===== src/include/ssf_pkg.sv =====
/*
 Package for the serial status flag block: register map, bit positions,
 reset values and shared structs.
 Assumes a single 100 MHz clock domain and an AHB-Lite register bus.
*/
`default_nettype none
package ssf_pkg;
   localparam logic [7:0] SSF_STATUS_OFS = 8'h00;
   localparam logic [7:0] SSF_IRQ_STATUS_OFS = 8'h04;
   localparam logic [7:0] SSF_IRQ_MASK_OFS = 8'h08;
   localparam int SSF_TXE_BIT = 7;
   localparam int SSF_RXF_BIT = 6;
   localparam int SSF_ORE_BIT = 5;
   localparam int SSF_FRE_BIT = 4;
   localparam int SSF_PRE_BIT = 3;
   localparam int SSF_TXC_BIT = 2;
   localparam int SSF_MPR_BIT = 1;
   localparam int SSF_MPT_BIT = 0;
   localparam logic [7:0] SSF_STATUS_RST = 8'h84;
   localparam logic [7:0] SSF_CLEARABLE = 8'hF8;
   localparam logic [7:0] SSF_IRQ_RST = 8'h00;
   localparam logic [7:0] SSF_MASK_RST = 8'h00;
   localparam logic [1:0] SSF_HTRANS_NONSEQ = 2'h2;
   localparam logic [2:0] SSF_HSIZE_WORD = 3'h2;

   // Events from the serial datapaths and DMA side, each a one-cycle pulse
   typedef struct packed {
      logic txLoad;
      logic txLastBit;
      logic rxDone;
      logic rxFrameErr;
      logic rxParityErr;
      logic rxMpBit;
      logic dmaTxWrite;
      logic dmaRxRead;
   } ssf_events_s;

   typedef struct packed {
      logic [31:0] haddr;
      logic [1:0] htrans;
      logic hwrite;
      logic [2:0] hsize;
      logic hsel;
      logic hready;
   } ssf_ahb_req_s;
endpackage
`default_nettype wire


===== src/hw/ssf_ahb_slave.sv =====
/*
 AHB-Lite slave front end: latches the address phase and gives one-cycle
 read and write strobes in the data phase.
 Assumes single word transfers, zero wait states and OKAY only.
*/
`timescale 1ns/1ns
`default_nettype none
module ssf_ahb_slave
   import ssf_pkg::*;
(
   input wire logic clock,
   input wire logic rst,
   input wire logic clkEn,
   input wire ssf_pkg::ssf_ahb_req_s req,
   output logic hreadyout,
   output logic hresp,
   output logic wrStb,
   output logic rdStb,
   output logic [7:0] regAddr
);
   logic phaseValid_q;
   logic phaseWrite_q;
   logic [7:0] addr_q;

   always_ff @(posedge clock)
   begin
      if (rst)
      begin
         phaseValid_q <= 1'b0;
         phaseWrite_q <= 1'b0;
         addr_q <= 8'h00;
      end
      else if (clkEn && req.hready)
      begin
         phaseValid_q <= req.hsel && (req.htrans == SSF_HTRANS_NONSEQ);
         phaseWrite_q <= req.hwrite;
         addr_q <= req.haddr[7:0];
      end
   end

   // Zero wait states, so the data phase always ends in one cycle
   assign hreadyout = 1'b1;
   assign hresp = 1'b0;
   assign wrStb = clkEn && phaseValid_q && phaseWrite_q;
   assign rdStb = clkEn && phaseValid_q && !phaseWrite_q;
   assign regAddr = addr_q;
endmodule
`default_nettype wire


===== src/hw/ssf_irq.sv =====
/*
 Sticky interrupt status with mask; a read of the status clears it.
 Assumes event pulses from the flag logic and strobes from the bus slave.
*/
`timescale 1ns/1ns
`default_nettype none
module ssf_irq
   import ssf_pkg::*;
(
   input wire logic clock,
   input wire logic rst,
   input wire logic clkEn,
   input wire logic [7:0] events,
   input wire logic statusRead,
   input wire logic maskWrite,
   input wire logic [7:0] maskData,
   output logic [7:0] irqStatus,
   output logic [7:0] irqMask,
   output logic irq
);
   logic [7:0] status_q;
   logic [7:0] mask_q;

   // A new event in the read cycle survives the clear
   always_ff @(posedge clock)
   begin
      if (rst)
         status_q <= SSF_IRQ_RST;
      else if (clkEn)
         status_q <= (statusRead ? 8'h00 : status_q) | events;
   end

   always_ff @(posedge clock)
   begin
      if (rst)
         mask_q <= SSF_MASK_RST;
      else if (clkEn && maskWrite)
         mask_q <= maskData;
   end

   assign irqStatus = status_q;
   assign irqMask = mask_q;
   assign irq = |(status_q & mask_q);
endmodule
`default_nettype wire


===== src/hw/serial_status_flags.sv =====
/*
 Status flag register of a serial interface with AHB-Lite access,
 read-then-write-zero clearing, DMA side clears and interrupt output.
 Assumes event pulses synchronous to clock from the serial datapaths and DMA side.
*/
// Chosen here: the AHB-Lite interface to the registers and the register addresses.
//////////////////////////////////////////////////////////////////////////
// Function
// [RQ1] Writing one to clearable flags is ignored
// [RQ2] Zero write clears only flags read set
// [RQ3] Complete and received multiproc bits read-only
// [RQ4] Reset and standby force status to 84
// [RQ5] Bit 7 set on holding-to-shift load
// [RQ6] Read one then write zero clears bit 7
// [RQ7] DMA write to holding reg clears bit 7
// [RQ8] Transmitter disable sets bit 7
// [RQ9] Bit 6 set on error-free reception
// [RQ10] Read one then write zero clears bit 6
// [RQ11] DMA read of holding reg clears bit 6
// [RQ12] Errors, receiver disable keep bit 6, data
// [RQ13] Reception while full flags overrun, drops data
// [RQ14] Bit 5 is the overrun error flag
// [RQ15] Bit 4 is the framing error flag
// [RQ16] Bit 3 is the parity error flag
// [RQ17] Complete flag set when last bit, empty
// [RQ18] Per-flag read record, dropped after write
// [RQ19] Hardware set beats software clear
`timescale 1ns/1ns
`default_nettype none
module serial_status_flags
   import ssf_pkg::*;
(
   input wire logic clock,
   input wire logic rst,
   input wire logic clkEn,
   input wire logic standby,
   input wire logic transmitterEnable,
   input wire logic receiverEnable,
   input wire ssf_pkg::ssf_events_s ev,
   input wire logic [7:0] rxShiftData,
   input wire logic hsel,
   input wire logic [31:0] haddr,
   input wire logic [1:0] htrans,
   input wire logic hwrite,
   input wire logic [2:0] hsize,
   input wire logic hready,
   input wire logic [31:0] hwdata,
   output logic hreadyout,
   output logic hresp,
   output logic [31:0] hrdata,
   output logic [7:0] rxHoldingReg,
   output logic multiprocTxBit,
   output logic irq
);
   //////////////////////////////////////////////////////////////////////
   logic wrStb;
   logic rdStb;
   logic [7:0] regAddr;
   logic [7:0] status_q;
   logic [7:0] status_d;
   logic [7:0] seenSet_q;
   logic [7:0] rxHold_q;
   logic [31:0] rdata_q;
   logic [7:0] irqStatus;
   logic [7:0] irqMask;
   logic [7:0] irqEvents;
   logic statusWr;
   logic statusRd;
   logic [7:0] swClear;
   logic rxGood;
   logic rxOverrun;
   logic txeNow;
   logic rxfNow;
   ssf_ahb_req_s req;

   function automatic logic hit(input logic [7:0] a, input logic [7:0] ofs);
      hit = (a == ofs);
   endfunction

   assign req = '{haddr: haddr, htrans: htrans, hwrite: hwrite, hsize: hsize,
                  hsel: hsel, hready: hready};

   ssf_ahb_slave u_bus (
      .clock(clock),
      .rst(rst),
      .clkEn(clkEn),
      .req(req),
      .hreadyout(hreadyout),
      .hresp(hresp),
      .wrStb(wrStb),
      .rdStb(rdStb),
      .regAddr(regAddr)
   );

   assign statusWr = wrStb && hit(regAddr, SSF_STATUS_OFS);
   assign statusRd = rdStb && hit(regAddr, SSF_STATUS_OFS);

   //////////////////////////////////////////////////////////////////////
   // Only zero bits of a write clear, and only where a read saw a one
   assign swClear = statusWr ? (~hwdata[7:0] & seenSet_q & SSF_CLEARABLE)
                             : 8'h00; // [RQ1] [RQ2]

   // Overrun blocks new reception: data and full flag stay put
   assign rxOverrun = ev.rxDone && status_q[SSF_RXF_BIT]; // [RQ13]
   assign rxGood = ev.rxDone && receiverEnable && !status_q[SSF_RXF_BIT]
                   && !ev.rxFrameErr && !ev.rxParityErr; // [RQ9] [RQ12]

   always_comb
   begin
      status_d = status_q;
      // Transmit empty: DMA write and software zero clear, load sets
      if (swClear[SSF_TXE_BIT] || ev.dmaTxWrite)
         status_d[SSF_TXE_BIT] = 1'b0; // [RQ6] [RQ7]
      if (ev.txLoad || !transmitterEnable)
         status_d[SSF_TXE_BIT] = 1'b1; // [RQ5] [RQ8] [RQ19]
      // Transmit complete follows the clears of transmit empty
      if (swClear[SSF_TXE_BIT] || ev.dmaTxWrite)
         status_d[SSF_TXC_BIT] = 1'b0;
      if ((ev.txLastBit && status_q[SSF_TXE_BIT]) || !transmitterEnable)
         status_d[SSF_TXC_BIT] = 1'b1; // [RQ17] [RQ19]
      // Receive full
      if (swClear[SSF_RXF_BIT] || ev.dmaRxRead)
         status_d[SSF_RXF_BIT] = 1'b0; // [RQ10] [RQ11]
      if (rxGood)
         status_d[SSF_RXF_BIT] = 1'b1; // [RQ9] [RQ19]
      // Error flags
      if (swClear[SSF_ORE_BIT])
         status_d[SSF_ORE_BIT] = 1'b0;
      if (rxOverrun && receiverEnable)
         status_d[SSF_ORE_BIT] = 1'b1; // [RQ13] [RQ14] [RQ19]
      if (swClear[SSF_FRE_BIT])
         status_d[SSF_FRE_BIT] = 1'b0;
      if (ev.rxDone && receiverEnable && !rxOverrun && ev.rxFrameErr)
         status_d[SSF_FRE_BIT] = 1'b1; // [RQ15] [RQ19]
      if (swClear[SSF_PRE_BIT])
         status_d[SSF_PRE_BIT] = 1'b0;
      if (ev.rxDone && receiverEnable && !rxOverrun && ev.rxParityErr)
         status_d[SSF_PRE_BIT] = 1'b1; // [RQ16] [RQ19]
      // Received multiproc bit is updated by hardware only
      if (rxGood)
         status_d[SSF_MPR_BIT] = ev.rxMpBit; // [RQ3]
      // Transmitted multiproc bit is plain read/write
      if (statusWr)
         status_d[SSF_MPT_BIT] = hwdata[SSF_MPT_BIT];
   end

   always_ff @(posedge clock)
   begin
      if (rst || standby)
         status_q <= SSF_STATUS_RST; // [RQ4]
      else if (clkEn)
         status_q <= status_d;
   end

   // Read record per flag; any status write consumes it
   always_ff @(posedge clock)
   begin
      if (rst || standby)
         seenSet_q <= 8'h00;
      else if (clkEn)
      begin
         if (statusWr)
            seenSet_q <= 8'h00; // [RQ18]
         else if (statusRd)
            seenSet_q <= seenSet_q | (status_q & SSF_CLEARABLE); // [RQ2] [RQ18]
      end
   end

   // Only a clean reception moves data in; an errored or overrun byte never replaces good data
   always_ff @(posedge clock)
   begin
      if (rst || standby)
         rxHold_q <= 8'h00;
      else if (clkEn && rxGood)
         rxHold_q <= rxShiftData; // [RQ9] [RQ12] [RQ13]
   end

   //////////////////////////////////////////////////////////////////////
   assign txeNow = status_d[SSF_TXE_BIT] && !status_q[SSF_TXE_BIT];
   assign rxfNow = status_d[SSF_RXF_BIT] && !status_q[SSF_RXF_BIT];
   assign irqEvents = {txeNow, rxfNow,
                       status_d[SSF_ORE_BIT] && !status_q[SSF_ORE_BIT],
                       status_d[SSF_FRE_BIT] && !status_q[SSF_FRE_BIT],
                       status_d[SSF_PRE_BIT] && !status_q[SSF_PRE_BIT],
                       status_d[SSF_TXC_BIT] && !status_q[SSF_TXC_BIT],
                       2'b00};

   ssf_irq u_irq (
      .clock(clock),
      .rst(rst || standby),
      .clkEn(clkEn),
      .events(irqEvents),
      .statusRead(rdStb && hit(regAddr, SSF_IRQ_STATUS_OFS)),
      .maskWrite(wrStb && hit(regAddr, SSF_IRQ_MASK_OFS)),
      .maskData(hwdata[7:0]),
      .irqStatus(irqStatus),
      .irqMask(irqMask),
      .irq(irq)
   );

   // Read data registered at address phase so it stands in the data phase
   always_ff @(posedge clock)
   begin
      if (rst)
         rdata_q <= 32'h0000_0000;
      else if (clkEn && hready && hsel && !hwrite && htrans == SSF_HTRANS_NONSEQ)
      begin
         if (hit(haddr[7:0], SSF_STATUS_OFS))
            rdata_q <= {24'h000000, status_d};
         else if (hit(haddr[7:0], SSF_IRQ_STATUS_OFS))
            rdata_q <= {24'h000000, irqStatus | irqEvents};
         else if (hit(haddr[7:0], SSF_IRQ_MASK_OFS))
            rdata_q <= {24'h000000, irqMask};
         else
            rdata_q <= 32'h0000_0000;
      end
   end

   assign hrdata = rdata_q;
   assign rxHoldingReg = rxHold_q;
   assign multiprocTxBit = status_q[SSF_MPT_BIT];

   //////////////////////////////////////////////////////////////////////
   a_write_one_ignored: assert property (@(posedge clock) disable iff (rst)
      (clkEn && !standby && statusWr && hwdata[SSF_RXF_BIT] && !status_q[SSF_RXF_BIT]
       && !rxGood) |=> !status_q[SSF_RXF_BIT]) // [RQ1]
      else $error("write of one set receive full");
   a_clear_needs_read: assert property (@(posedge clock) disable iff (rst)
      (clkEn && !standby && statusWr && !seenSet_q[SSF_ORE_BIT] && status_q[SSF_ORE_BIT])
      |=> status_q[SSF_ORE_BIT]) // [RQ2]
      else $error("overrun cleared without prior read");
   a_complete_readonly: assert property (@(posedge clock) disable iff (rst)
      (clkEn && !standby && statusWr && !swClear[SSF_TXE_BIT] && !ev.dmaTxWrite)
      |=> $stable(status_q[SSF_TXC_BIT]) || status_q[SSF_TXC_BIT]) // [RQ3]
      else $error("write changed transmit complete");
   a_standby_value: assert property (@(posedge clock)
      (rst || standby) |=> status_q == SSF_STATUS_RST) // [RQ4]
      else $error("status not 84 after reset or standby");
   a_load_sets_empty: assert property (@(posedge clock) disable iff (rst)
      (clkEn && !standby && ev.txLoad) |=> status_q[SSF_TXE_BIT]) // [RQ5]
      else $error("load did not set transmit empty");
   a_dma_clears_empty: assert property (@(posedge clock) disable iff (rst)
      (clkEn && !standby && ev.dmaTxWrite && !ev.txLoad && transmitterEnable)
      |=> !status_q[SSF_TXE_BIT]) // [RQ7]
      else $error("dma write did not clear transmit empty");
   a_disable_sets_empty: assert property (@(posedge clock) disable iff (rst)
      (clkEn && !transmitterEnable) |=> status_q[SSF_TXE_BIT] && status_q[SSF_TXC_BIT]) // [RQ8]
      else $error("transmitter disable did not set flags");
   a_overrun_keeps: assert property (@(posedge clock) disable iff (rst)
      (clkEn && !standby && receiverEnable && rxOverrun)
      |=> status_q[SSF_ORE_BIT] && $stable(rxHold_q)) // [RQ13]
      else $error("overrun not flagged or data overwritten");
   a_dma_read_clears: assert property (@(posedge clock) disable iff (rst)
      (clkEn && !standby && ev.dmaRxRead && !rxGood) |=> !status_q[SSF_RXF_BIT]) // [RQ11]
      else $error("dma read did not clear receive full");
   a_error_keeps_data: assert property (@(posedge clock) disable iff (rst)
      (clkEn && !standby && ev.rxDone && (ev.rxFrameErr || ev.rxParityErr))
      |=> $stable(rxHold_q) && !$rose(status_q[SSF_RXF_BIT])) // [RQ12]
      else $error("receive error changed holding data or full flag");
endmodule
`default_nettype wire


===== config.mk =====
export PLATFORM = sky130hd
export DESIGN_NAME = serial_status_flags
export DESIGN_NICKNAME = d
export VERILOG_FILES = /design/src/include/ssf_pkg.sv /design/src/hw/ssf_ahb_slave.sv /design/src/hw/ssf_irq.sv /design/src/hw/serial_status_flags.sv
export SDC_FILE = /design/constraint.sdc
export NUM_CORES = 1
export LEC_CHECK = 0
export BUFFER_PORTS_ARGS = -buffer_cell sky130_fd_sc_hd__buf_2
export CAP_MARGIN = 10
export CORE_ASPECT_RATIO = 0.9
export CORE_MARGIN = 2
export CORE_UTILIZATION = 46
export CTS_BUF_LIST = sky130_fd_sc_hd__clkbuf_4
export DETAILED_ROUTE_END_ITERATION = 10
export GPL_TIMING_DRIVEN = 1
export PLACE_DENSITY = 0.9
export SLEW_MARGIN = 20
export SYNTH_ARGS = -nofsm -noshare
export SYNTH_HDL_FRONTEND = slang
export SYNTH_SLANG_ARGS = --single-unit

===== constraint.sdc =====
create_clock -name clock -period 2.2 [get_ports clock]
set_input_delay 0.22 -clock clock [delete_from_list [all_inputs] [get_ports clock]]
set_output_delay 0.22 -clock clock [all_outputs]
set_load 0.03 [all_outputs]

# Yosys cells after proc, flatten, opt, wreduce, memory -nomap -nowiden
# Cells that the tools add are included.
# totals
register_bits,82
out_inout_bits,44
elab_cells,93
# classes
reduce_logical,52
bitwise_logic,6
muxes,21
eq_ne,5
# ops
operator,n
$mux 8,7
$logic_and 1x1->1,30
$or 8x8->8,3
$and 8x8->8,2
$eq 8x3->1 const B,2
$eq 8x4->1 const B,2
$logic_not 8->1,2
$mux 1,14
$logic_not 1->1,12
$not 8->8,1
$reduce_or 8->1,1
$logic_or 1x1->1,5
$eq 2x2->1 const B,1
$reduce_and 2->1,1
$reduce_bool 2->1,1

# Depth between registers and ports, before layout
# Gate-level depths: netlist (run 1).
# logic_depth
ltp_word,11
ltp_mapped,6
mapped_depth_nobuf,4

# Hierarchy
# Synthesis (run 1) repeated with hierarchy kept, for this count alone.
# unflattened
cells_unflattened,364
area_unflattened_um2,3089.2
# by_module_without_submodules
module,n_inst,cells_per_inst,area_each_um2
serial_status_flags,1,234,1823.0
ssf_irq,1,77,728.2
ssf_ahb_slave,1,53,538.0

# Worst setup path before layout (run 1)
# Ideal clock, no wire load.
# synth_path
path_type,reg2reg
from,reg u_bus.addr_q[0] (netlist: u_bus.regAddr[0])
to,reg rdata_q[0] (netlist: hrdata[0])
arrival_time_ns,1.552
synth_period_minus_slack_ns,1.640
setup_slack_ns,0.560
t_required_ns,2.112
stages_incl_launch_ff,5
path_cell_list,dfxtp_1 -> nor4_4 -> nand4_1 -> or4_1 -> a311oi_2
# synth_between
elab_chain_len,4
# synth_lines
item,line_no,rtl
from (decl),ssf_ahb_slave.sv:23,logic [7:0] addr_q;
from (signal assigned),ssf_ahb_slave.sv:37,addr_q <= req.haddr[7:0];
$logic_not 8->1,serial_status_flags.sv:77,hit = (a == ofs);
$logic_and 1x1->1,serial_status_flags.sv:95,"assign statusWr = wrStb && hit(regAddr, SSF_STATUS_OFS);"
$mux 1,serial_status_flags.sv:143,if (statusWr)
$mux 8,serial_status_flags.sv:208,"if (hit(haddr[7:0], SSF_STATUS_OFS))"
to (signal assigned),serial_status_flags.sv:209,"rdata_q <= {24'h000000, status_d};"
to (signal assigned),serial_status_flags.sv:211,"rdata_q <= {24'h000000, irqStatus | irqEvents};"
to (signal assigned),serial_status_flags.sv:213,"rdata_q <= {24'h000000, irqMask};"
to (decl),serial_status_flags.sv:63,logic [31:0] rdata_q;
# Every way passes these cells.
# A chain may end at the register's enable or synchronous reset.

# Worst setup path in the final report (run 1)
# Same ends and word-level chain as after synthesis.

==> results, run 1 <==
- Entering global routing, the biggest net connects 30 pins.
- The height of the die is 74.7 um.
- The xor-xnor portion of the synthesized cell area is 0.
- The commonest cells after synthesis are dfxtp_1 (53), nor2_1 (41), nand2_1 (27), buf_4 (26), a21oi_1 (24).
- At the end of the flow, the number of nets in the layout was 452.
- After synthesis, the share of cell area in mux cells is 0.0706.
- The number of I/O port buffers is 60.
- IR analysis of the VDD net gives a maximum drop of 0.362 mV.
- Of the total power, combinational logic draws 0.126.
- Once the clock tree was built, the resizer swapped 0 gates to a different size.
- The data required time at the worst endpoint is 2.51 ns.
- The number of distinct library cell variants in the gate-level netlist after synthesis is 44.
- Dividing the detail-routed via count by the number of cells gives 5.41.
- After floorplanning, the core was divided into 25 placement rows.
- The total count of max-transition violations in the final report is 0.
- The part of the power in registers is 0.600.
- The dominant synthesized flop cell is dfxtp_1.
- The actual transition at the worst max-transition pin is 0.644 ns.
- The critical path capture point type is a flip-flop.
- The part of the Yosys area used for sequential elements is 0.416.
- The count of vias placed by the detailed router is 2,304.
- Cell internal power was estimated by the tool at 1170 uW.
- The starting density of the core is 0.480.
- The die covers 6160 um^2.
- The arithmetic-cell share of the synthesized area counting full adders, half adders and majority gates is 0.
- The clock tree from TritonCTS is yes.
- For this run, asynchronously set or reset flops after synthesis account for 0.
- The DRC violation count after routing is 0.
- For the worst-skew pair, the clock arrives at the later sink with an insertion delay of 0.38 ns.
- The total power consumption of the routed design is 1640 uW.
- The slack of the critical path is 0.383 ns.
- The total inserted antenna cells is 0.
- Yosys printed 0 warnings.
- Traced cell by cell, the critical path runs through nor4_4 > nand4_1 > or4_1 > a311oi_2.
- The root buffer cell chosen for the clock tree is clkbuf_4.
- In this run the worst hold path is classified as in -> reg.
- Max-cap violations in this run came to 0.
- The number of sinks handled by clock tree synthesis is 53.
- Across the routed clock network, the largest skew measured is 0.0231 ns.
- The share of the synthesized area in the top cell type is 0.416.
- Of the total power, the clock network draws 0.274.
- The max-slew headroom at the worst pin is 0.570.
- The synthesized-area fraction occupied by and/or/nand/nor cells is 0.238.
- At the end of routability-driven placement, the weighted congestion stood at 0.919.
- The worst slack at placement is 0.247 ns.
- The wire length of the first global-routing pass is 10,000 um.
- The wire length per cell is 14.3 um.
- The total wire length is 6080 um.
- For this run, the top clock speed supported by timing is 550 MHz.
- The HPWL after detailed placement is 4440 um.
- The die span in x is 82.5 um.
- The slowest stage cell on the critical path is or4_1.
- After clock tree synthesis, the clock-pin slew on the worst setup and hold paths is 0.16 ns.
- The synthesized design contains 53 register bits.
- In this run the static leakage power is 0.00130 uW.
- Of all cell types, the one taking the most synthesized area is dfxtp_1.
- In the synthesized netlist, the number of instances is 302.
- Relative to the synthesized area, the layout overhead comes to 12.5%.
- The number of antenna violations at the first check in global routing is 0.
- The library cell with the highest instance count after synthesis is dfxtp_1.
- The number of buffers added for setup after CTS is 0.
- STA classifies the critical path startpoint as a flip-flop.
- After synthesis, the largest family of logic cells by area is simple AND/OR/NAND/NOR gates.
- The multi-input gate area in the final layout is 1310 um^2.
- The average instance in the mapped netlist occupies 8.45 um^2.
- After filler insertion, the fill cell instance count of the layout stands at 516.
- The count of endpoints failing hold in the final timing report was 0.
- Data on the critical path arrives at its endpoint at 2.13 ns.
- For this design the total switching power over the nets is 467 uW.
- The number of global-route vias before repair was 2,221.
- The fraction of final layout cells sized beyond drive strength 1 is 0.220.
- After synthesis the cells add up to 2550 um^2.
- The run finished with clean final reports.
- The clock period minus final worst setup slack is 1.82 ns.
- Of the available clock period, the critical path in the final layout requires 0.826.
- The depth of the worst register-to-register path is 4.
- The count of H-tree levels built during CTS is 2.
- Yosys mapped a number of flops with a built-in enable equal to 0.
- The length of the first detailed-routing pass in iterations is 5.
- Counting the buffers created by CTS gives 5.
- Pin placement for this block handled 138 I/O pins.
- The post-route setup TNS is 0 ns.
- Setup repair after global routing left no endpoint under its margin.
- The largest single stage delay on the critical path is 0.55 ns.
- The post-cts hold buffer count is 0.
- In the final layout, flip-flops and latches occupy 1060 um^2.
- Across every metal layer, demand over resource in global routing totals 0.215.
- After synthesis, the cell types taking the most area are dfxtp_1 (42%), buf_4 (7.6%), mux2i_1 (7.1%).
- For this run the aggregate overflow at the end of global routing stands at 0.
- The utilization after layout is 0.540.
- Setup violations remaining at the end of the flow were counted as 0.
- The register-to-register setup slack is 0.38 ns.
- The maximum count of clock buffers along a single path is 2.
- The total power per unit cell area is 571 nW/um^2.
- The hold path depth is 3.
- For this block, the initial DRC count from the detailed router was 203.
- The critical setup path kind is reg -> reg.
- The switching share of total power is 0.285.
- The post-synthesis compound-gate area fraction is 0.166.
- In this run the remaining antenna-violating nets after routing total 0.
- The top fanout value on the critical path is 5.
- The core region is 5320 um^2.
[per-layer routing]
layer / vias up / part of all wire / track usage
li1: 1125 / - / -
met1: 1047 / 0.41 / 0.262
met2: 115 / 0.49 / 0.368
met3: 17 / 0.082 / 0.0612
met4: 0 / 0.019 / 0.0674
met5: - / 0 / 0
[per-stage QoR]
| step | area [um^2] | hold WS, ns | std cells |
|---|---|---|---|
| finish | 2870 | 0.0601 | 426 |
| global route | 2870 | 0.0585 | 426 |
| CTS | 2870 | 0.0605 | 426 |
| detailed placement | 2810 | 0.447 | 418 |
| global placement | 2810 | 0.441 | 418 |
| floorplan | 2640 | 0.340 | 326 |
[flip-flops by register name (all words and copies together) (netlist names)]
register,flops
u_bus.phaseWrite_q,1
hrdata,8
u_irq.irqMask,8
u_bus.phaseValid_q,1
seenSet_q,5
rxHoldingReg,8
u_irq.irqStatus,6
u_bus.regAddr,8
status_q,8
[power groups by stage]
stage	Clock [uW]	Combinational, uW	Sequential [uW]
global placement	0	198	1000
global route	501	226	987
detailed placement	0	203	1000
CTS	452	204	984
finish	450	207	984
floorplan	0	169	1010
[critical path: cells and delay by family, from the launching register on]
family,cells,cell delay [ns]
AO/OA/AOI/OAI,1,0.24
flip-flops,1,0.37
AND/OR/NAND/NOR,3,1.14
[layout make-up]
| class | instances | area share |
|---|---|---|
| multi-input combinational | 227 | 0.456 |
| clock buffer | 6 | 0.0157 |
| sequential | 53 | 0.369 |
| clock inverter | 2 | 0.00479 |
| timing repair buffer | 65 | 0.118 |
| tap | 67 | 0.0292 |
| inverter | 6 | 0.00784 |
[cell families after synthesis]
| family | Yosys count |
|---|---|
| buffers and inverters | 46 |
| muxes | 18 |
| AOI/OAI and AO/OA | 65 |
| and+or+nand+nor | 118 |
| other | 2 |
| DFF | 53 |
[final timing paths]
check	from	endpoint
hold / removal	haddr[4]	u_bus.regAddr[4]
setup reg to reg	u_bus.regAddr[0]	hrdata[0]
hold reg to reg	u_bus.regAddr[6]	u_bus.regAddr[6]
setup / recovery	u_bus.regAddr[0]	hrdata[0]
[cells in the final DEF (no fill, tap or decap), drive strengths merged, types with 3 or more instances in the layout]
| master | netlist | final |
|---|---|---|
| clkbuf | 12 | 6 |
| nor2 | 42 | 42 |
| buf | 28 | 65 |
| or4 | 3 | 3 |
| nor3 | 3 | 3 |
| conb | 2 | 26 |
| o211ai | 4 | 4 |
| dfxtp | 53 | 53 |
| a22oi | 3 | 3 |
| o21ai | 12 | 12 |
| nand4 | 6 | 6 |
| nand3 | 9 | 9 |
| a21oi | 24 | 24 |
| inv | 6 | 7 |
| a22o | 4 | 4 |
| a311oi | 8 | 8 |
| mux2i | 18 | 18 |
| nand2 | 27 | 27 |
| nand2b | 7 | 7 |
| nor2b | 3 | 3 |
| and3 | 4 | 4 |
No activity file was read; power rests on OpenSTA's default activity.
==> run 2, diff against run 1 <==
Settings changed: ABC_AREA set to 1, CORE_UTILIZATION 46 to 47, PLACE_DENSITY 0.9 to 0.91.
Clock period 2.2 ns to 1.7 ns, I/O delays scaled along.
==> run 2 against run 1 <==
Compared with the run above: first-iteration DRC count grew 8.4%; sequential share of layout area down 1.9 points; area after synthesis is 4.8% higher; count of clock-buffer cells in the layout shrank 1; final area is 5.3% higher; via count increased by 9.1%; critical path depth increased by 1; worst setup slack worse by 0.20 ns; die area increased by 2.4%; worst hold slack got worse by 0.041 ns; combinational power rose by 57%; synthesized cell count is 22% higher.
==> results, run 2 <==
- The dominant synthesized flop cell is dfxtp_1.
- The critical path capture point type is an output port.
- The post-route setup TNS is 0 ns.
- Setup repair after global routing left no endpoint under its margin.
- The total buffers and inverters traversed by the critical path is 1.
- At the later pin of the worst-skew pair, clock insertion delay measures 0.38 ns.
- In this design, the stage delay of the slowest critical-path cell is 0.36 ns.
- The average size of a mapped cell is 7.27 um^2.
- Summing all placed instances gives a cell area of 2940 um^2.
- IR analysis of the VDD net gives a maximum drop of 0.508 mV.
- The net total in the final layout is 524.
- Derived from the worst setup path, the maximum achievable clock frequency is 661 MHz.
- In this run the critical register-to-register path is launched from u_bus.regAddr[0].
- The total power consumption of the routed design is 2340 uW.
- The arithmetic-cell share of the synthesized area counting full adders, half adders and majority gates is 0.
- The total count of max-transition violations in the final report is 0.
- The worst slack at placement is 0.263 ns.
- The signal on the critical path passes through nand2_1 > o21ai_0 > a21oi_1 > o2111ai_1 > buf_2.
- After routing the design area is 3030 um^2.
- 138 I/O pins were placed.
- Counting every sink on the clock net gives 53.
- The HPWL after detailed placement is 4680 um.
- The global placement routability congestion is 0.891.
- The count of H-tree levels built during CTS is 2.
- The reported max-cap violation count is 0.
- The library cell with the highest instance count after synthesis is nand2_1.
- Across every metal layer, demand over resource in global routing totals 0.197.
- No sink is reached through more buffers than the 2 on the longest clock path.
- The number of global-route vias before repair is 2,178.
- By area, the combinational part of the netlist is dominated by simple AND/OR/NAND/NOR gates.
- The starting density of the core is 0.478.
- In this run the worst path has a maximum fanout of 3.
- The worst register-to-register path has a setup slack of 0.21 ns.
- In this run, post-CTS repair resized a total of 0 instances.
- For the worst setup path, the data arrival time is 1.34 ns.
- STA classifies the critical path startpoint as a flip-flop.
- The synthesized design contains 53 register bits.
- The height of the die is 75.6 um.
- The hold path depth is 2.
- The worst setup path is of the reg -> out kind.
- After clock tree synthesis, the setup repair step added 0 buffers.
- At the worst endpoint, the required time is 1.53 ns.
- The total inserted antenna cells is 0.
- The slowest stage cell on the critical path is dfxtp_1.
- In this run, the number of DRC markers left after iteration 0 of detailed routing was 220.
- The count of endpoints failing hold in the final timing report is 0.
- The most area-hungry cell type in the Yosys netlist is dfxtp_1.
- For this run, design rule violations remaining after detail routing come to 0.
- The leakage power of the design is 0.00135 uW.
- The post-route clock period utilization is 0.890.
- The xor-xnor portion of the synthesized cell area is 0.
- The clock period minus final worst setup slack is 1.51 ns.
- The first global-routing pass estimated 10,000 um of wire.
- For this run, the number of Yosys warnings is 0.
- The post-cts hold buffer count is 0.
- Once detail routing completed, the nets flagged for antenna violations numbered 0.
- The async set-or-reset flop fraction in the synthesized netlist is 0.
- The length of the first detailed-routing pass in iterations is 6.
- Yosys mapped a number of flops with a built-in enable equal to 0.
- The total wire length is 6120 um.
- The global-route congestion overflow total is 0.
- The kind of cell with the highest combined delay along the critical path is flip-flops.
- Summing every instance area after synthesis gives 2670 um^2.
- The library cells used most frequently in the layout, excluding fill and tap cells, are buf_2 (60), nand2_1 (56), dfxtp_1 (53).
- Leaving out fill and tap cells, the most frequent cell in the layout is buf_2.
- The clock tree from TritonCTS is yes.
- Synthesis produced a netlist whose cell count is 368.
- The root buffer cell is clkbuf_4.
- Across all layers, the routed design uses 2,514 vias.
- Power spread over the standard cell area amounts to 772 nW/um^2.
- The worst register-to-register path ends at hrdata[3].
- The number of rows in the core area is 26.
- Compared with the post-synthesis result, the final layout area differs by 13.1%.
- In the final layout, the share of cells above drive strength 1 is 0.230.
- Entering global routing, the biggest net connects 20 pins.
- The core region area is 5600 um^2.
- The number of buffers created by CTS is 5.
- The worst hold path begins at rst.
- The post-synthesis compound-gate area fraction is 0.199.
- After synthesis, the share of cell area in mux cells is 0.
- The part of the Yosys area used for sequential elements is 0.397.
- The final clock skew is 0.0125 ns.
- The count of endpoints failing setup in the final report is 0.
- The depth of the worst register-to-register path is 10.
- After detailed routing, the number of vias per cell comes to 5.02.
- The number of distinct library cell variants in the gate-level netlist after synthesis is 33.
- The die covers 6310 um^2.
- The run finished with clean final reports.
- Sorting the synthesized cells by area gives the leading types as dfxtp_1 (40%), a21oi_1 (9.0%), nand2_1 (7.9%).
- The tightest min-delay check is of the in -> reg type.
- Clock-pin slew was measured on the worst setup and hold paths at 0.16 ns.
- The number of I/O port buffers is 60.
- The terminating pin of the worst hold path is u_bus.phaseValid_q.
- The share of the synthesized area in the top cell type is 0.397.
- The number of antenna violations at the first check in global routing is 0.
- The wire length per cell is 12.2 um.
- Measured along the x axis, the die boundary spans 83.5 um.
- Of the total synthesized cell area, the portion taken by AND, OR, NAND and NOR gates is 0.236.
- Ranked by instance count, the synthesized netlist is headed by nand2_1 (56), dfxtp_1 (53), inv_1 (51), a21oi_1 (48), o21ai_0 (36).
- Once routing completed, OpenROAD measured the worst setup slack at 0.188 ns.
[run 2: cell count changes in the layout (fill, tap and decap cells not counted), sizes merged, moves of 3 or more]
cell and delta:
a21oi +28, a22o -4, a22oi -3, a311oi -8, and3 -3, inv +46, mux2i -18, nand2 +32
nand2b -7, nand3 +10, nand4 -3, nor2b -3, o21ai +31, or4 -3
[run 2: area by class of cell]
class	instances	area, um^2
Clock buffer	5	37.5
Clock inverter	3	46.3
Fill cell	535	2570
Inverter	53	201
Multi-Input combinational cell	253	1260
Sequential cell	53	1060
Tap cell	70	87.6
Timing Repair Buffer	64	330
[run 2: metal layers]
layer  track usage  share of wire
met5             0              0
met4        0.0520          0.013
met3        0.0455          0.090
met2         0.332           0.44
met1         0.261           0.45
[run 2: cells by family (layout without fill, tap and decap cells)]
group	Yosys count	count (layout)
other cells	2	26
buf+inv	86	125
simple gates	127	127
compound gates	100	100
flops	53	53
[run 2: metrics by stage]
| step | util | cells | hold slack (ns) |
|---|---|---|---|
| global route | 0.541 | 501 | 0.0254 |
| detailed placement | 0.526 | 493 | 0.433 |
| floorplan | - | 392 | 0.239 |
| finish | 0.541 | 501 | 0.0191 |
| global placement | 0.526 | 493 | 0.426 |
| CTS | 0.541 | 501 | 0.0135 |
[run 2: worst max path at each step]
| stage | end | slack (ns) | from | cells past startpoint |
|---|---|---|---|---|
| floorplan | status_q[5] | 0.51 | u_bus.regAddr[0] | 8 |
| global placement | status_q[5] | 0.32 | u_bus.regAddr[0] | 8 |
| detailed placement | hrdata[3] | 0.26 | u_bus.regAddr[6] | 10 |
| CTS | irq | 0.16 | u_irq.irqMask[7] | 5 |
| global route | irq | 0.07 | u_irq.irqMask[7] | 5 |
| finish | irq | 0.19 | u_irq.irqStatus[7] | 5 |
[run 2: report_power, final]
part,internal (uW),switching (uW),total (uW)
Combinational,90.6,234,325
Clock,312,411,723
Sequential,1270,19.8,1290
==> run 3, diff against run 2 <==
Settings changed: BUFFER_PORTS_ARGS -buffer_cell sky130_fd_sc_hd__buf_2 to -buffer_cell sky130_fd_sc_hd__clkbuf_2.
==> run 3 against run 2 <==
Compared with the run above: via count fell by 1.6%; core utilization grew 0.20 points; final cell count down 0.20%; first-iteration DRC count rose by 18%; power is 4.8% higher; critical path type is now reg -> reg; final area rose by 0.37%; die area stayed put; clock power up 16%; critical path depth increased by 3; critical endpoint is now status_q[5].
==> results, run 3 (synthesis results as in run 2) <==
- The count of endpoints failing setup in the final report is 0.
- Setup repair after global routing left no endpoint under its margin.
- The global-route usage over all layers is 0.194.
- The starting density of the core is 0.478.
- The worst-case vdd ir drop is 0.530 mV.
- The die span in x is 83.5 um.
- The signal on the critical path passes through nor2_1 > nand2_1 > nor2_4 > nand2_4 > o21ai_2 > nand2_1 > o21ai_1 > inv_1.
- The class of the tightest hold or removal check is in -> reg.
- On the final layout, the worst clock skew is 0.0161 ns.
- The clock tree from TritonCTS is yes.
- After floorplanning, the core was sized to cover 5600 um^2.
- The first global-routing pass estimated 9830 um of wire.
- The violation count after the first detailed-routing iteration is 259.
- The DRC violation count after routing is 0.
- In this run the number of H-tree levels came out at 2.
- Adding up every negative setup slack in the final design gives 0 ns.
- Summing all placed instances gives a cell area of 2930 um^2.
- The number of setup buffers added after CTS is 0.
- The I/O pin count is 138.
- The total count of max-transition violations in the final report is 0.
- The post-layout instance count excluding filler cells is 500.
- The clock reaches the later pin of the worst-skew pair after 0.37 ns.
- TritonCTS created 5 clock buffers.
- The total power consumption of the routed design is 2450 uW.
- The final layout contains 523 nets.
- The post-cts hold buffer count is 0.
- The count of antenna-violating nets left after detailed routing is 0.
- The HPWL after detailed placement is 4700 um.
- Of the cells placed in the final design, the portion with a size suffix greater than 1 is 0.228.
- The global-route congestion overflow total is 0.
- The library cells used most frequently in the layout, excluding fill and tap cells, are clkbuf_2 (60), nand2_1 (56), dfxtp_1 (53).
- The library cell used most frequently in the layout, excluding fill and tap cells, is clkbuf_2.
- The count of endpoints failing hold in the final timing report was 0.
- From bottom edge to top edge, the die measures 75.6 um.
- The tool flagged a number of max-cap violations equal to 0.
- The worst path in the final design needs a cycle of 1.51 ns, including I/O delays and setup.
- The number of I/O port buffers is 60.
- The area growth from synthesis to layout is 13.6%.
- The most numerous cell type found on the critical path is nand2_1.
- At the end of routability-driven placement, the weighted congestion stood at 0.915.
- The summed area of non-filler cells in the final layout is 3040 um^2.
- Entering global routing, the biggest net connects 20 pins.
- On the worst path, the slowest cell contributes a delay of 0.34 ns.
- Clock tree synthesis found a total of 53 sinks.
- The total inserted antenna cells is 0.
- The post-placement cell count is 492.
- The cell family contributing the most delay on the critical path is simple AND/OR/NAND/NOR gates.
- The maximum count of clock buffers along a single path is 2.
- Data arrives at the worst endpoint at 1.78 ns.
- In this run the core area contains 26 standard-cell rows.
- The worst setup path is launched from a flip-flop.
- The area of the die is 6310 um^2.
- The total power per unit cell area is 806 nW/um^2.
- The leakage power of the design is 0.00136 uW.
- The count of vias placed by the detailed router is 2,474.
- The largest individual stage delay along the critical path comes from the cell dfxtp_1.
- Along the worst path, the maximum fanout reaches 10.
- The length of the first detailed-routing pass in iterations is 5.
- The number of antenna violations at the first check in global routing is 0.
- The actual transition at the worst max-transition pin is 0.515 ns.
- The total buffers and inverters traversed by the critical path is 1.
- The flow ran to the end, and the final reports show no timing, DRC or antenna violations.
- The critical path is of the reg -> reg type.
- At the worst endpoint, the required time is 1.97 ns.
- The clock-pin slew on the worst setup and hold paths is 0.13 ns.
- In this run the clock root is driven by a clkbuf_4.
- After detailed routing, the average wire length per cell comes to 12.1 um.
- The maximum clock frequency is 664 MHz.
- The total wire length is 6070 um.
- The number of global-route vias before repair is 2,149.
- The critical path capture point type is a flip-flop.
- Using the TritonRoute via totals, the vias-per-cell ratio works out to 4.95.
- Of the available clock period, the critical path in the final layout requires 0.886.
- The worst pin sits at a relative slew slack of 0.657.
- After clock tree synthesis, the repair step resized 0 gates.
## run 3: changes by cell type in the layout (fill, tap and decap cells not counted)
cell / change
clkinv_4: -1
clkinvlp_4: -1
bufinv_16: +1
buf_4: -1
clkinv_2: +1
clkbuf_2: +60
buf_2: -60
## run 3: cell type report
cell class | instances | area [um^2]
repair buffers | 63 | 323
inverters | 53 | 201
fillers | 534 | 2560
flip-flops and latches | 53 | 1060
clock buffers | 5 | 37.5
well taps | 70 | 87.6
multi-input cells | 253 | 1260
clock inverters | 3 | 65.1
## run 3: power breakdown
part / internal [uW] / switching (uW) / leakage (uW) / total [uW]
clock: 456 / 380 / 0.0000552 / 836
combinational: 89.0 / 235 / 0.000872 / 324
sequential: 1270 / 20.3 / 0.000430 / 1290
total: 1810 / 635 / 0.00136 / 2450
## run 3: path summary, 6_finish.rpt
check              startpoint                to  slack (ns)  depth (start not counted)
max          u_bus.regAddr[6]       status_q[5]        0.19                          8
min                  haddr[5]  u_bus.regAddr[5]        0.04                          3
min reg2reg   rxHoldingReg[6]   rxHoldingReg[6]        0.46                          2
max reg2reg  u_bus.regAddr[6]       status_q[5]        0.19                          8
## run 3: metrics by stage
stage	util	hold WS [ns]	setup WS [ns]
CTS	0.543	0.0303	0.181
global placement	0.524	0.423	0.250
floorplan	-	0.239	0.512
global route	0.543	0.0439	0.0811
finish	0.543	0.0395	0.193
detailed placement	0.524	0.422	0.224
## run 3: routing by layer
metal / track usage / part of all wire
met1: 0.260 / 0.44
met2: 0.338 / 0.46
met3: 0.0368 / 0.091
met4: 0.0323 / 0.0048
met5: 0 / 0
## run 3: worst min-delay path, delay by kind of cell
kind,cells,cell delay [ns]
buf+inv,2,0.14
compound gates,1,0.06
